==> src/cfba_map.vh <==
// Address map, field positions and reset values for the fetch and bank core.
`ifndef CFBA_MAP_VH
`define CFBA_MAP_VH

// Program counter geometry.
`define CFBA_PC_W          21
`define CFBA_PC_STEP       21'h000002
`define CFBA_PC_RESET      21'h000000

// Data memory geometry.
`define CFBA_DADDR_W       12
`define CFBA_BANK_W        4
`define CFBA_SFR_BANK      4'hf
`define CFBA_ACCESS_SPLIT  8'h60
`define CFBA_SMALL_BANKS   4'h8

// Core registers that live in the data space.
`define CFBA_BSP_ADDR      12'hfd4
`define CFBA_PCL_ADDR      12'hff9
`define CFBA_BSP_RESET     4'h0

// Two-word instruction marker in the top nibble.
`define CFBA_SECOND_MARK   4'hf

// Opcode patterns.
`define CFBA_OP_LOADBANK   12'h010
`define CFBA_OP_MOVLIT     8'h0e
`define CFBA_OP_RDFILE     6'h14
`define CFBA_OP_WRFILE     7'h37
`define CFBA_OP_BRANCH     5'h1a
`define CFBA_OP_JUMP       8'hef
`define CFBA_OP_CALL       7'h76
`define CFBA_OP_PTRLIT     10'h3b8
`define CFBA_OP_MOVFULL    4'hc

// Instruction field positions.
`define CFBA_ABIT          8
`define CFBA_DBIT          9

`endif

==> src/cfba_bank_addr.v <==
// Data address former: banked, fast-access window or full address.
`timescale 1ns/100ps
`default_nettype none
`include "cfba_map.vh"

module cfba_bank_addr #(
   parameter LARGE_MEM = 1'b1
) (
   // Address sources.
   input  wire        full_sel_i,
   input  wire [11:0] full_addr_i,
   input  wire        access_bit_i,
   input  wire [7:0]  offset_i,
   input  wire [3:0]  bank_i,
   // Resolved address.
   output reg  [11:0] addr_o,
   output wire        impl_o
);

   // Pick the bank: full address, pointer bank, or window half.
   always @* begin
      if (full_sel_i) begin
         addr_o = full_addr_i;
      end else if (access_bit_i) begin
         addr_o = {bank_i, offset_i};
      end else if (offset_i < `CFBA_ACCESS_SPLIT) begin
         addr_o = {4'h0, offset_i};
      end else begin
         addr_o = {`CFBA_SFR_BANK, offset_i};
      end
   end

   // Small parts carry banks 0 to 7 plus the register area of bank 15.
   assign impl_o = LARGE_MEM ? 1'b1 :
                   ((addr_o[11:8] < `CFBA_SMALL_BANKS) ||
                    ((addr_o[11:8] == `CFBA_SFR_BANK) &&
                     (addr_o[7:0] >= `CFBA_ACCESS_SPLIT)));

endmodule
`default_nettype wire

==> src/cfba_core.v <==
// Instruction fetch, two-word decode and data bank addressing core.
// Operation
// - Instructions sit word aligned, low byte even.
// - Counter steps by two, low bit zero.
// - Absolute jump target loads counter bits 20:1.
// - Branch offset counts single-word instructions.
// - Second words carry 1111 plus 12 literal bits.
// - Lone second word executes as a no-operation.
// - Data address is 12 bits, 16 banks.
// - Small parts have 8 banks; large have all.
// - Unimplemented locations read back as zero.
// - Fast window reaches bank zero and registers.
// - Pointer gives upper four, instruction lower eight.
// - Bank pointer upper nibble reads zero, ignores writes.
// - Load bank literal sets the bank pointer.
// - Unimplemented bank writes dropped; flags still update.
// - Full-address move ignores the bank pointer.
// - Other data instructions use pointer or window.
// - Bank 15 offset F9 write changes program flow.
// - Access bit zero uses the fast window.
// - Access bit one uses pointer bank plus offset.
// - Window 00-5F bank zero, 60-FF bank fifteen.
// - Operands read second phase, results written fourth.
`timescale 1ns/100ps
`default_nettype none
`include "cfba_map.vh"

module cfba_core #(
   parameter LARGE_MEM = 1'b1
) (
   // Clock and reset.
   input  wire        sys_clk_i,
   input  wire        resetn_i,
   // Program memory.
   output wire [20:0] prog_addr_o,
   input  wire [15:0] prog_data_i,
   // Data memory.
   output wire [11:0] ram_addr_o,
   output wire        ram_rd_o,
   output wire        ram_wr_o,
   output wire [7:0]  ram_wdata_o,
   input  wire [7:0]  ram_rdata_i,
   // Pointer load from the load pointer literal instruction.
   output wire        ptr_load_o,
   output wire [1:0]  ptr_sel_o,
   output wire [11:0] ptr_value_o,
   // Core state.
   output wire [7:0]  bank_select_pointer_o,
   output wire [7:0]  work_o,
   output wire        zero_flag_o,
   output wire [1:0]  phase_o
);

   // Quarter phases of one instruction cycle.
   localparam [1:0] PH_Q1 = 2'd0;
   localparam [1:0] PH_Q2 = 2'd1;
   localparam [1:0] PH_Q3 = 2'd2;
   localparam [1:0] PH_Q4 = 2'd3;

   reg  [1:0]  phase_q;
   reg  [20:0] pc_q;
   reg  [15:0] ir_q;
   reg         ir_valid_q;
   reg  [15:0] first_q;
   reg         second_pend_q;
   reg  [3:0]  bsp_q;
   reg  [7:0]  work_q;
   reg         zero_q;
   reg  [7:0]  tmp_q;
   reg  [11:0] addr_q;
   reg         impl_q;
   reg         rd_q;
   reg         wr_q;
   reg  [7:0]  wdata_q;
   reg         ptr_load_q;
   reg  [1:0]  ptr_sel_q;
   reg  [11:0] ptr_value_q;
   reg  [11:0] addr_d;
   reg         impl_d;
   reg         full_sel;
   reg  [20:0] pc_d;
   reg         flush;
   wire [11:0] bank_addr;
   wire        bank_impl;
   wire        hit_bsp;
   wire        hit_pcl;
   wire [7:0]  rd_val;

   // Decode of the word in the instruction register.
   wire ir_act    = ir_valid_q & ~second_pend_q;
   wire is_lbank  = ir_act & (ir_q[15:4] == `CFBA_OP_LOADBANK);
   wire is_movlit = ir_act & (ir_q[15:8] == `CFBA_OP_MOVLIT);
   wire is_rdfile = ir_act & (ir_q[15:10] == `CFBA_OP_RDFILE);
   wire is_wrfile = ir_act & (ir_q[15:9] == `CFBA_OP_WRFILE);
   wire is_branch = ir_act & (ir_q[15:11] == `CFBA_OP_BRANCH);
   wire is_jump1  = ir_act & (ir_q[15:8] == `CFBA_OP_JUMP);
   wire is_call1  = ir_act & (ir_q[15:9] == `CFBA_OP_CALL);
   wire is_ptr1   = ir_act & (ir_q[15:6] == `CFBA_OP_PTRLIT);
   wire is_mfull1 = ir_act & (ir_q[15:12] == `CFBA_OP_MOVFULL);
   wire two_first = is_jump1 | is_call1 | is_ptr1 | is_mfull1;

   // A marked word only acts when it follows its own first word.
   wire sec_ok   = ir_valid_q & second_pend_q &
                   (ir_q[15:12] == `CFBA_SECOND_MARK);
   wire sec_jump = sec_ok & ((first_q[15:8] == `CFBA_OP_JUMP) |
                             (first_q[15:9] == `CFBA_OP_CALL));
   wire sec_mov  = sec_ok & (first_q[15:12] == `CFBA_OP_MOVFULL);
   wire sec_ptr  = sec_ok & (first_q[15:6] == `CFBA_OP_PTRLIT);

   // Data access demands of this instruction.
   wire need_rd  = is_rdfile | is_mfull1;
   wire need_wr  = (is_rdfile & ir_q[`CFBA_DBIT]) | is_wrfile | sec_mov;

   // Signed branch displacement in bytes.
   wire [20:0] br_disp = {{9{ir_q[10]}}, ir_q[10:0], 1'b0};

   // Banked or window address from the low-order operand.
   cfba_bank_addr #(
      .LARGE_MEM (LARGE_MEM)
   ) u_bank_addr (
      .full_sel_i   (full_sel),
      .full_addr_i  (ir_q[11:0]),
      .access_bit_i (ir_q[`CFBA_ABIT]),
      .offset_i     (ir_q[7:0]),
      .bank_i       (bsp_q),
      .addr_o       (bank_addr),
      .impl_o       (bank_impl)
   );

   // Address for the read in the second phase or write in the fourth.
   always @* begin
      full_sel = 1'b0;
      addr_d   = addr_q;
      impl_d   = impl_q;
      if (phase_q == PH_Q1 || phase_q == PH_Q3) begin
         full_sel = is_mfull1 | sec_mov;
         addr_d   = bank_addr;
         impl_d   = bank_impl;
      end
   end

   // Core registers decoded out of the data space.
   assign hit_bsp = (addr_q == `CFBA_BSP_ADDR);
   assign hit_pcl = (addr_q == `CFBA_PCL_ADDR);

   // Read value, with zeros from any location that is not there.
   assign rd_val = hit_bsp ? {4'h0, bsp_q} :
                   hit_pcl ? pc_q[7:0] :
                   impl_q  ? ram_rdata_i : 8'h00;

   // Next program counter and pipeline flush at the fourth phase.
   always @* begin
      pc_d  = pc_q + `CFBA_PC_STEP;
      flush = 1'b0;
      if (sec_jump) begin
         pc_d  = {ir_q[11:0], first_q[7:0], 1'b0};
         flush = 1'b1;
      end else if (is_branch) begin
         pc_d  = pc_q + br_disp;
         flush = 1'b1;
      end else if (wr_q && hit_pcl) begin
         pc_d  = {pc_q[20:8], wdata_q[7:1], 1'b0};
         flush = 1'b1;
      end
   end

   // Phase counter, fetch and execute.
   always @(posedge sys_clk_i or negedge resetn_i) begin
      if (!resetn_i) begin
         phase_q       <= PH_Q1;
         pc_q          <= `CFBA_PC_RESET;
         ir_q          <= 16'h0000;
         ir_valid_q    <= 1'b0;
         first_q       <= 16'h0000;
         second_pend_q <= 1'b0;
         bsp_q         <= `CFBA_BSP_RESET;
         work_q        <= 8'h00;
         zero_q        <= 1'b0;
         tmp_q         <= 8'h00;
         addr_q        <= 12'h000;
         impl_q        <= 1'b0;
         rd_q          <= 1'b0;
         wr_q          <= 1'b0;
         wdata_q       <= 8'h00;
         ptr_load_q    <= 1'b0;
         ptr_sel_q     <= 2'h0;
         ptr_value_q   <= 12'h000;
      end else begin
         phase_q    <= phase_q + 2'd1;
         addr_q     <= addr_d;
         impl_q     <= impl_d;
         ptr_load_q <= 1'b0;
         case (phase_q)
            PH_Q1: begin
               rd_q <= need_rd;
            end
            PH_Q2: begin
               rd_q <= 1'b0;
               if (rd_q) begin
                  tmp_q <= rd_val;
               end
            end
            PH_Q3: begin
               wr_q <= need_wr;
               if (is_wrfile) begin
                  wdata_q <= work_q;
               end else begin
                  wdata_q <= tmp_q;
               end
            end
            PH_Q4: begin
               wr_q          <= 1'b0;
               pc_q          <= pc_d;
               ir_q          <= prog_data_i;
               ir_valid_q    <= ~flush;
               second_pend_q <= two_first;
               if (two_first) begin
                  first_q <= ir_q;
               end
               if (is_lbank) begin
                  bsp_q <= ir_q[3:0];
               end else if (wr_q && hit_bsp) begin
                  bsp_q <= wdata_q[3:0];
               end
               if (is_movlit) begin
                  work_q <= ir_q[7:0];
               end else if (is_rdfile && !ir_q[`CFBA_DBIT]) begin
                  work_q <= tmp_q;
               end
               if (is_rdfile) begin
                  zero_q <= (tmp_q == 8'h00);
               end
               if (sec_ptr) begin
                  ptr_load_q  <= 1'b1;
                  ptr_sel_q   <= first_q[5:4];
                  ptr_value_q <= {first_q[3:0], ir_q[7:0]};
               end
            end
            default: begin
               rd_q <= 1'b0;
            end
         endcase
      end
   end

   // Strobes reach the memory only for locations that exist.
   assign ram_rd_o    = rd_q & impl_q & ~hit_bsp & ~hit_pcl;
   assign ram_wr_o    = wr_q & impl_q & ~hit_bsp & ~hit_pcl;
   assign ram_addr_o  = addr_q;
   assign ram_wdata_o = wdata_q;
   assign prog_addr_o = pc_q;

   // State outputs.
   assign bank_select_pointer_o = {4'h0, bsp_q};
   assign work_o      = work_q;
   assign zero_flag_o = zero_q;
   assign phase_o     = phase_q;
   assign ptr_load_o  = ptr_load_q;
   assign ptr_sel_o   = ptr_sel_q;
   assign ptr_value_o = ptr_value_q;

endmodule
`default_nettype wire

==> config.mk <==
export PLATFORM = sky130hd
export DESIGN_NAME = cfba_core
export DESIGN_NICKNAME = d
export VERILOG_FILES = /design/src/cfba_bank_addr.v /design/src/cfba_core.v
export VERILOG_INCLUDE_DIRS = /design/src
export SDC_FILE = /design/constraint.sdc
export NUM_CORES = 1
export LEC_CHECK = 0
export ABC_AREA = 1
export BUFFER_PORTS_ARGS = -buffer_cell sky130_fd_sc_hd__buf_2
export CAP_MARGIN = 15
export CORE_MARGIN = 5
export CORE_UTILIZATION = 55
export DETAILED_ROUTE_END_ITERATION = 8
export PLACE_DENSITY = 0.86
export SLEW_MARGIN = 20
export SYNTH_ARGS = -nofsm -noshare
export SYNTH_HDL_FRONTEND = slang
export SYNTH_HIERARCHICAL = 1
export SYNTH_SLANG_ARGS = --single-unit
==> constraint.sdc <==
create_clock -name sys_clk_i -period 6.97 [get_ports sys_clk_i]
set_clock_uncertainty 0.1 [all_clocks]
set_input_delay 0.697 -clock sys_clk_i [delete_from_list [all_inputs] [get_ports sys_clk_i]]
set_output_delay 0.697 -clock sys_clk_i [all_outputs]
set_load 0.005 [all_outputs]
==> results.sh, run 1 <==
export IMPL_status="complete, no violations"
export IMPL_cts_buffers=17
export IMPL_synth_main_ff_cell="dfrtp_1"
export IMPL_p_per_area_nw_per_um2=258
export IMPL_routed_wl_mm=22.5
export IMPL_hold_violations=0
export IMPL_tightestPinTransition_ns=1.16
export IMPL_syn_inst=1017
export IMPL_cp_num_cells=8
export IMPL_cts_resized_gates=0
export IMPL_antenna_left=0
export IMPL_ys_types=43
export IMPL_ys_ff_latch=115
export IMPL_hp_class="in2async"
export IMPL_rsz0062_at_grt="false"
export IMPL_power_mw=2.19
export IMPL_cts_hold_buf=0
export IMPL_drv_cap=0
export IMPL_r2r_setup_slack_ns=3.83
export IMPL_crit_fanout=14
export IMPL_track_usage=0.284
export IMPL_drc=0
export IMPL_p_leak_nw=4.38
export IMPL_cp_arrival_ns=3.35
export IMPL_die_height_um=126
export IMPL_boundaryPins=103
export IMPL_relSlewSlack=0.225
export IMPL_netlist_area_leader_share=0.391
export IMPL_drtIter0Drc=989
export IMPL_place_area_um2=7900
export IMPL_synthToLayoutAreaGrowth_pct=15.0
export IMPL_end_kind="flop"
export IMPL_gp_congestion=0.967
export IMPL_fin_crit_ns=3.14
export IMPL_slowest_delay_ns=0.90
export IMPL_fin_tns_setup_ns=0
export IMPL_synth_top_cell_by_area="dfrtp_1"
export IMPL_critPathRequiredTime_ns=7.18
export IMPL_route_vias_total=7533
export IMPL_cts_sinks=115
export IMPL_synth_edf_count=0
export IMPL_final_cell_area_um2=8460
export IMPL_rows=42
export IMPL_wire_per_inst_um=17.3
export IMPL_cts_buffer_depth=2
export IMPL_coreArea_um2=13200
export IMPL_setup_ws_ns=3.83
export IMPL_drt_vias_per_instance=5.81
export IMPL_seq_area_frac_synth=0.391
export IMPL_die_w_um=126
export IMPL_ir_drop_uv=203
export IMPL_reg2reg_to="ram_addr_o[11]$_DFFE_PN0P_"
export IMPL_nets=1159
export IMPL_r2r_worst_path_cells=8
export IMPL_drive_gt1_frac=0.159
export IMPL_root_buffer="clkbuf_16"
export IMPL_cp_common_cell="a21oi_1"
export IMPL_hold_worst_slack_ns=0.209
export IMPL_clock_latency_ns=0.42
export IMPL_cp_num_buf_inv=2
export IMPL_setup_viol=0
export IMPL_cts_setup_buffers=0
export IMPL_finalCritPeriodShare=0.451
export IMPL_antenna_found_initial=0
export IMPL_start_util=0.557
export IMPL_clk_pin_slew_ns=0.06
export IMPL_async_reset_ff_frac=1.00
export IMPL_path_class="reg2reg"
export IMPL_htree_levels=4
export IMPL_yosysWarnings=6
export IMPL_dr_pass1_iters=8
export IMPL_maxSlewViolCount=0
export IMPL_worstPathCellList="nand3_1, nor4_1, inv_1, a21oi_1, inv_2, nor2_1, a21oi_1, mux2_2"
export IMPL_grt_max_degree=66
export IMPL_synth_area_um2=7350
export IMPL_place_inst=1265
export IMPL_crit_end="ram_addr_o[11]$_DFFE_PN0P_"
export IMPL_post_route_util=0.641
export IMPL_portBuffers=97
export IMPL_fmaxAchievable_mhz=318
export IMPL_die_area_um2=15800
export IMPL_hpwl_mm=16.4
export IMPL_antenna_cells=0
export IMPL_cts_tree="done"
export IMPL_worst_setup_path_start_kind="flop"
export IMPL_synthTopCellsByArea="dfrtp_1 (39%), nand2_1 (15%), inv_1 (5.6%)"
export IMPL_critPathLaunch="ir_q[14]$_DFFE_PN0P_"
export IMPL_grt_overflow_total=0
export IMPL_grt_pass1_vias=6883
export IMPL_grt_pass1_wl_mm=35.7
export IMPL_rr_startpoint="ir_q[14]$_DFFE_PN0P_"
export IMPL_avgSynthCellArea_um2=7.23
export IMPL_critPathSlowestCell="a21oi_1"
export IMPL_dp_slack_ns=3.97
export IMPL_path_delay_family="compound AO/OA/AOI/OAI gates"
export IMPL_fin_cells=1297
worst min path at each step:
stage | start | end | slack (ns) | cells after the start
floorplan | resetn_i | bsp_q[0]$_DFFE_PN0P_ | 0.30 | 0
detailed placement | ptr_value_o[4]$_DFFE_PN0P_ | ptr_value_o[4]$_DFFE_PN0P_ | 0.37 | 2
finish | resetn_i | ptr_value_o[1]$_DFFE_PN0P_ | 0.21 | 1
global placement | ptr_value_o[4]$_DFFE_PN0P_ | ptr_value_o[4]$_DFFE_PN0P_ | 0.36 | 2
CTS | resetn_i | first_q[4]$_DFFE_PN0P_ | 0.22 | 1
global route | resetn_i | ptr_value_o[2]$_DFFE_PN0P_ | 0.25 | 1
cell type report:
type                       count  area, um^2
sequential                   115        2880
tap                          176         220
timing repair buffer          99         503
multi-input combinational    754        3840
fill                        1152        4730
clock inverter                10         109
clock buffer                  22         454
inverter                     121         454
layout by cell type, fill, tap and decap left out, drive strengths merged:
master,netlist,routed
conb,2,6
nor2,86,86
a31oi,1,1
nor3,7,7
xor2,11,11
mux2,8,8
a22oi,3,3
a311oi,1,1
clkinvlp,0,2
o21ai,103,103
xnor2,7,7
o211ai,5,5
or2,2,2
clkinv,2,8
inv,119,119
nand2,305,305
clkbuf,11,22
dfrtp,115,115
o21a,9,9
nand3,59,59
bufinv,0,2
fa,1,1
nor4,7,7
nand3b,4,4
a21oi,84,84
and2,2,2
buf,20,99
ha,24,24
o21bai,2,2
nand4,12,12
o22ai,5,5
registers in the layout, indices dropped and copies added (netlist names):
| name | cells |
|---|---|
| prog_addr_o | 20 |
| first_q | 16 |
| ir_q | 16 |
| ptr_value_o | 12 |
| ram_addr_o | 12 |
| ram_wdata_o | 8 |
| tmp_q | 8 |
| work_o | 8 |
| bsp_q | 4 |
| phase_o | 2 |
| ptr_sel_o | 2 |
| impl_q | 1 |
| ir_valid_q | 1 |
| ptr_load_o | 1 |
| rd_q | 1 |
| second_pend_q | 1 |
| wr_q | 1 |
| zero_flag_o | 1 |
synth_stat cells, types with 2 or more instances:
cell type	count
o21ai_0	69
nand3_2	3
nor2_2	6
o211ai_1	5
buf_4	9
nand3_1	55
o21bai_1	2
o22ai_1	5
clkinv_1	2
nand4_2	2
nor4_2	2
conb_1	2
buf_6	5
or2_2	2
a21oi_2	10
clkbuf_1	11
ha_1	24
nor4_1	5
and2_1	2
o21a_1	9
nand4_1	10
nand2_1	303
dfrtp_1	115
nand3b_1	4
xor2_1	11
nor2_1	78
nor3_1	6
a21oi_1	74
mux2_2	8
inv_2	10
a22oi_1	3
xnor2_1	7
nor2_4	2
buf_2	6
inv_1	109
o21ai_1	32
o21ai_4	2
nand2_2	2
routing by layer:
| layer | wire length [um] | up-vias | track usage | part of all wire |
|---|---|---|---|---|
| li1 | - | 3499 | - | - |
| met1 | 9110 | 3523 | 0.379 | 0.41 |
| met2 | 10300 | 457 | 0.452 | 0.46 |
| met3 | 2440 | 54 | 0.0758 | 0.11 |
| met4 | 585 | 0 | 0.0899 | 0.026 |
| met5 | 0 | - | 0 | 0 |
power breakdown:
group / leakage [nW] / total (mW) / switching, mW / internal (mW)
combinational: 2.65 / 0.502 / 0.315 / 0.187
clock: 0.274 / 0.844 / 0.313 / 0.532
sequential: 1.46 / 0.839 / 0.101 / 0.738
total: 4.38 / 2.19 / 0.729 / 1.46
cells by family after synthesis:
kind of cell               synth area share
and+or+nand+nor                       0.281
AOI/OAI and AO/OA                     0.161
buffers and inverters                0.0883
DFF                                   0.391
adders and majority gates            0.0436
xor gates and xnor gates             0.0214
muxes                                0.0123
other                               0.00102
(Power assumes the default switching activity.)
==> inputs of run 2 (changes only) <==
--- a/config.mk
+++ b/config.mk
@@ -10,9 +10,9 @@
 export BUFFER_PORTS_ARGS = -buffer_cell sky130_fd_sc_hd__buf_2
 export CAP_MARGIN = 15
 export CORE_MARGIN = 5
-export CORE_UTILIZATION = 55
+export CORE_UTILIZATION = 53
 export DETAILED_ROUTE_END_ITERATION = 8
-export PLACE_DENSITY = 0.86
+export PLACE_DENSITY = 0.87
 export SLEW_MARGIN = 20
 export SYNTH_ARGS = -nofsm -noshare
 export SYNTH_HDL_FRONTEND = slang
==> constraint.sdc (replaced) <==
create_clock -name sys_clk_i -period 2.7 [get_ports sys_clk_i]
set_clock_uncertainty 0.1 [all_clocks]
set_input_delay 0.27 -clock sys_clk_i [delete_from_list [all_inputs] [get_ports sys_clk_i]]
set_output_delay 0.27 -clock sys_clk_i [all_outputs]
set_load 0.005 [all_outputs]
==> run 2 against run 1 <==
Compared with the run above:
- sequential cell count is the same
- clock-buffer cell count shrank 4
- maximum frequency grew 26%
- via count grew 0.78%
- combinational power grew to 2.8 times the previous value
- non-clock buffer count grew 32
- highest routed layer unchanged
- die area grew 3.5%
- clock power grew to 2.8 times the previous value
==> results.sh, run 2 (synthesis gave the netlist of run 1 again) <==
export IMPL_status="complete, no violations"
export IMPL_wire_per_inst_um=17.8
export IMPL_critPathSlowestCell="nor4_1"
export IMPL_rows=43
export IMPL_layout_common_cells="nand2_1 (303), dfrtp_1 (115), inv_1 (109)"
export IMPL_hp_class="in2reg"
export IMPL_largest_reg_flops=20
export IMPL_rsz0062_at_grt="false"
export IMPL_cts_buffer_depth=2
export IMPL_hpwl_mm=17.4
export IMPL_critPathRequiredTime_ns=2.92
export IMPL_cts_tree="done"
export IMPL_antenna_left=0
export IMPL_drc=0
export IMPL_start_util=0.536
export IMPL_hold_violations=0
export IMPL_worst_setup_path_start_kind="flop"
export IMPL_fin_crit_ns=2.50
export IMPL_relSlewSlack=0.534
export IMPL_maxSlewViolCount=0
export IMPL_finalCritPeriodShare=0.924
export IMPL_power_mw=5.89
export IMPL_p_per_area_nw_per_um2=669
export IMPL_grt_max_degree=53
export IMPL_seq_area_um2=2880
export IMPL_antenna_found_initial=0
export IMPL_grt_overflow_total=0
export IMPL_multi_input_area_um2=3840
export IMPL_p_leak_nw=4.55
export IMPL_path_class="reg2reg"
export IMPL_synthToLayoutAreaGrowth_pct=19.9
export IMPL_drtIter0Drc=698
export IMPL_fin_tns_setup_ns=0
export IMPL_slowest_delay_ns=0.65
export IMPL_end_kind="flop"
export IMPL_grt_pass1_vias=7057
export IMPL_ir_drop_uv=429
export IMPL_nets=1191
export IMPL_drive_gt1_frac=0.171
export IMPL_cp_common_cell="a21oi_1"
export IMPL_hold_worst_slack_ns=0.0249
export IMPL_drt_vias_per_instance=5.70
export IMPL_die_height_um=128
export IMPL_clk_pin_slew_ns=0.06
export IMPL_worstPathCellList="nand3_1, nor4_1, inv_1, a21oi_1, inv_2, nor2_1, a21oi_1, mux2_2"
export IMPL_path_delay_family="simple AND/OR/NAND/NOR gates"
export IMPL_final_common_cell="nand2_1"
export IMPL_tightestPinTransition_ns=0.693
export IMPL_cts_buffers=17
export IMPL_cts_sinks=115
export IMPL_coreArea_um2=13700
export IMPL_clock_latency_ns=0.43
export IMPL_n_fill_cell=1177
export IMPL_die_area_um2=16300
export IMPL_drv_cap=0
export IMPL_track_usage=0.291
export IMPL_fmaxAchievable_mhz=401
export IMPL_cts_resized_gates=0
export IMPL_cp_arrival_ns=2.71
export IMPL_dr_pass1_iters=7
export IMPL_grt_pass1_wl_mm=37.1
export IMPL_boundaryPins=103
export IMPL_setup_viol=0
export IMPL_antenna_cells=0
export IMPL_route_vias_total=7592
export IMPL_cts_setup_buffers=0
export IMPL_gp_congestion=1.05
export IMPL_routed_wl_mm=23.7
export IMPL_portBuffers=97
export IMPL_crit_fanout=11
export IMPL_htree_levels=4
export IMPL_cp_num_buf_inv=2
export IMPL_die_w_um=128
export IMPL_root_buffer="clkbuf_16"
==> run 2: stage by stage <==
step | instance area [um^2] | util | cells | setup WS [ns]
after floorplan | 7370 | - | 1021 | 0.345
after global placement | 8030 | 0.585 | 1284 | 0.367
after detailed placement | 8030 | 0.585 | 1284 | 0.371
after CTS | 8810 | 0.642 | 1333 | 0.371
after global routing | 8810 | 0.642 | 1333 | 0.106
final | 8810 | 0.642 | 1333 | 0.204
==> run 2: routing by layer <==
metal,up-vias,track usage,routed length (um)
met1,3532,0.393,9790
li1,3559,-,-
met5,-,0,0
met3,63,0.0738,2330
met4,0,0.0911,588
met2,438,0.462,11000
==> run 2: layout make-up <==
type	instances	share of cell area
well taps	180	0.0256
flip-flops and latches	115	0.327
multi-input cells	754	0.436
repair buffers	131	0.0906
inverters	121	0.0515
clock inverters	14	0.0202
clock buffers	18	0.0498
==> run 2: what timing repair did <==
action / CTS / global route
hold endpoints to repair: 53 / 0
hold buffers: 17 / 0
endpoints found under the setup margin: 0 / 0
==> run 2: path summary, 6_finish.rpt <==
path,start,endpoint,slack (ns),cells past startpoint
max,ir_q[14]$_DFFE_PN0P_,ram_addr_o[10]$_DFFE_PN0P_,0.20,8
min,ram_rdata_i[0],tmp_q[0]$_DFFE_PN0P_,0.02,3
max reg2reg,ir_q[14]$_DFFE_PN0P_,ram_addr_o[10]$_DFFE_PN0P_,0.20,8
min reg2reg,ptr_value_o[2]$_DFFE_PN0P_,ptr_value_o[2]$_DFFE_PN0P_,0.38,2
max in group asynchronous,resetn_i,ir_q[11]$_DFFE_PN0P_,1.45,3
min in group asynchronous,resetn_i,ram_wdata_o[1]$_DFFE_PN0P_,0.26,2
==> run 2: power breakdown <==
group          leakage [nW]  switching (mW)  internal [mW]  total, mW
clock                 0.290           0.892           1.49       2.38
sequential             1.46           0.225           1.91       2.13
combinational          2.80           0.865          0.521       1.39
==> run 2: worst reg2reg max path, stage by stage, from the launching register on <==
cell and delay, ns:
dfrtp_1 0.44, nand3_1 0.18, nor4_1 0.65, inv_1 0.09, a21oi_1 0.22, inv_2 0.16
nor2_1 0.21, a21oi_1 0.08, mux2_2 0.26
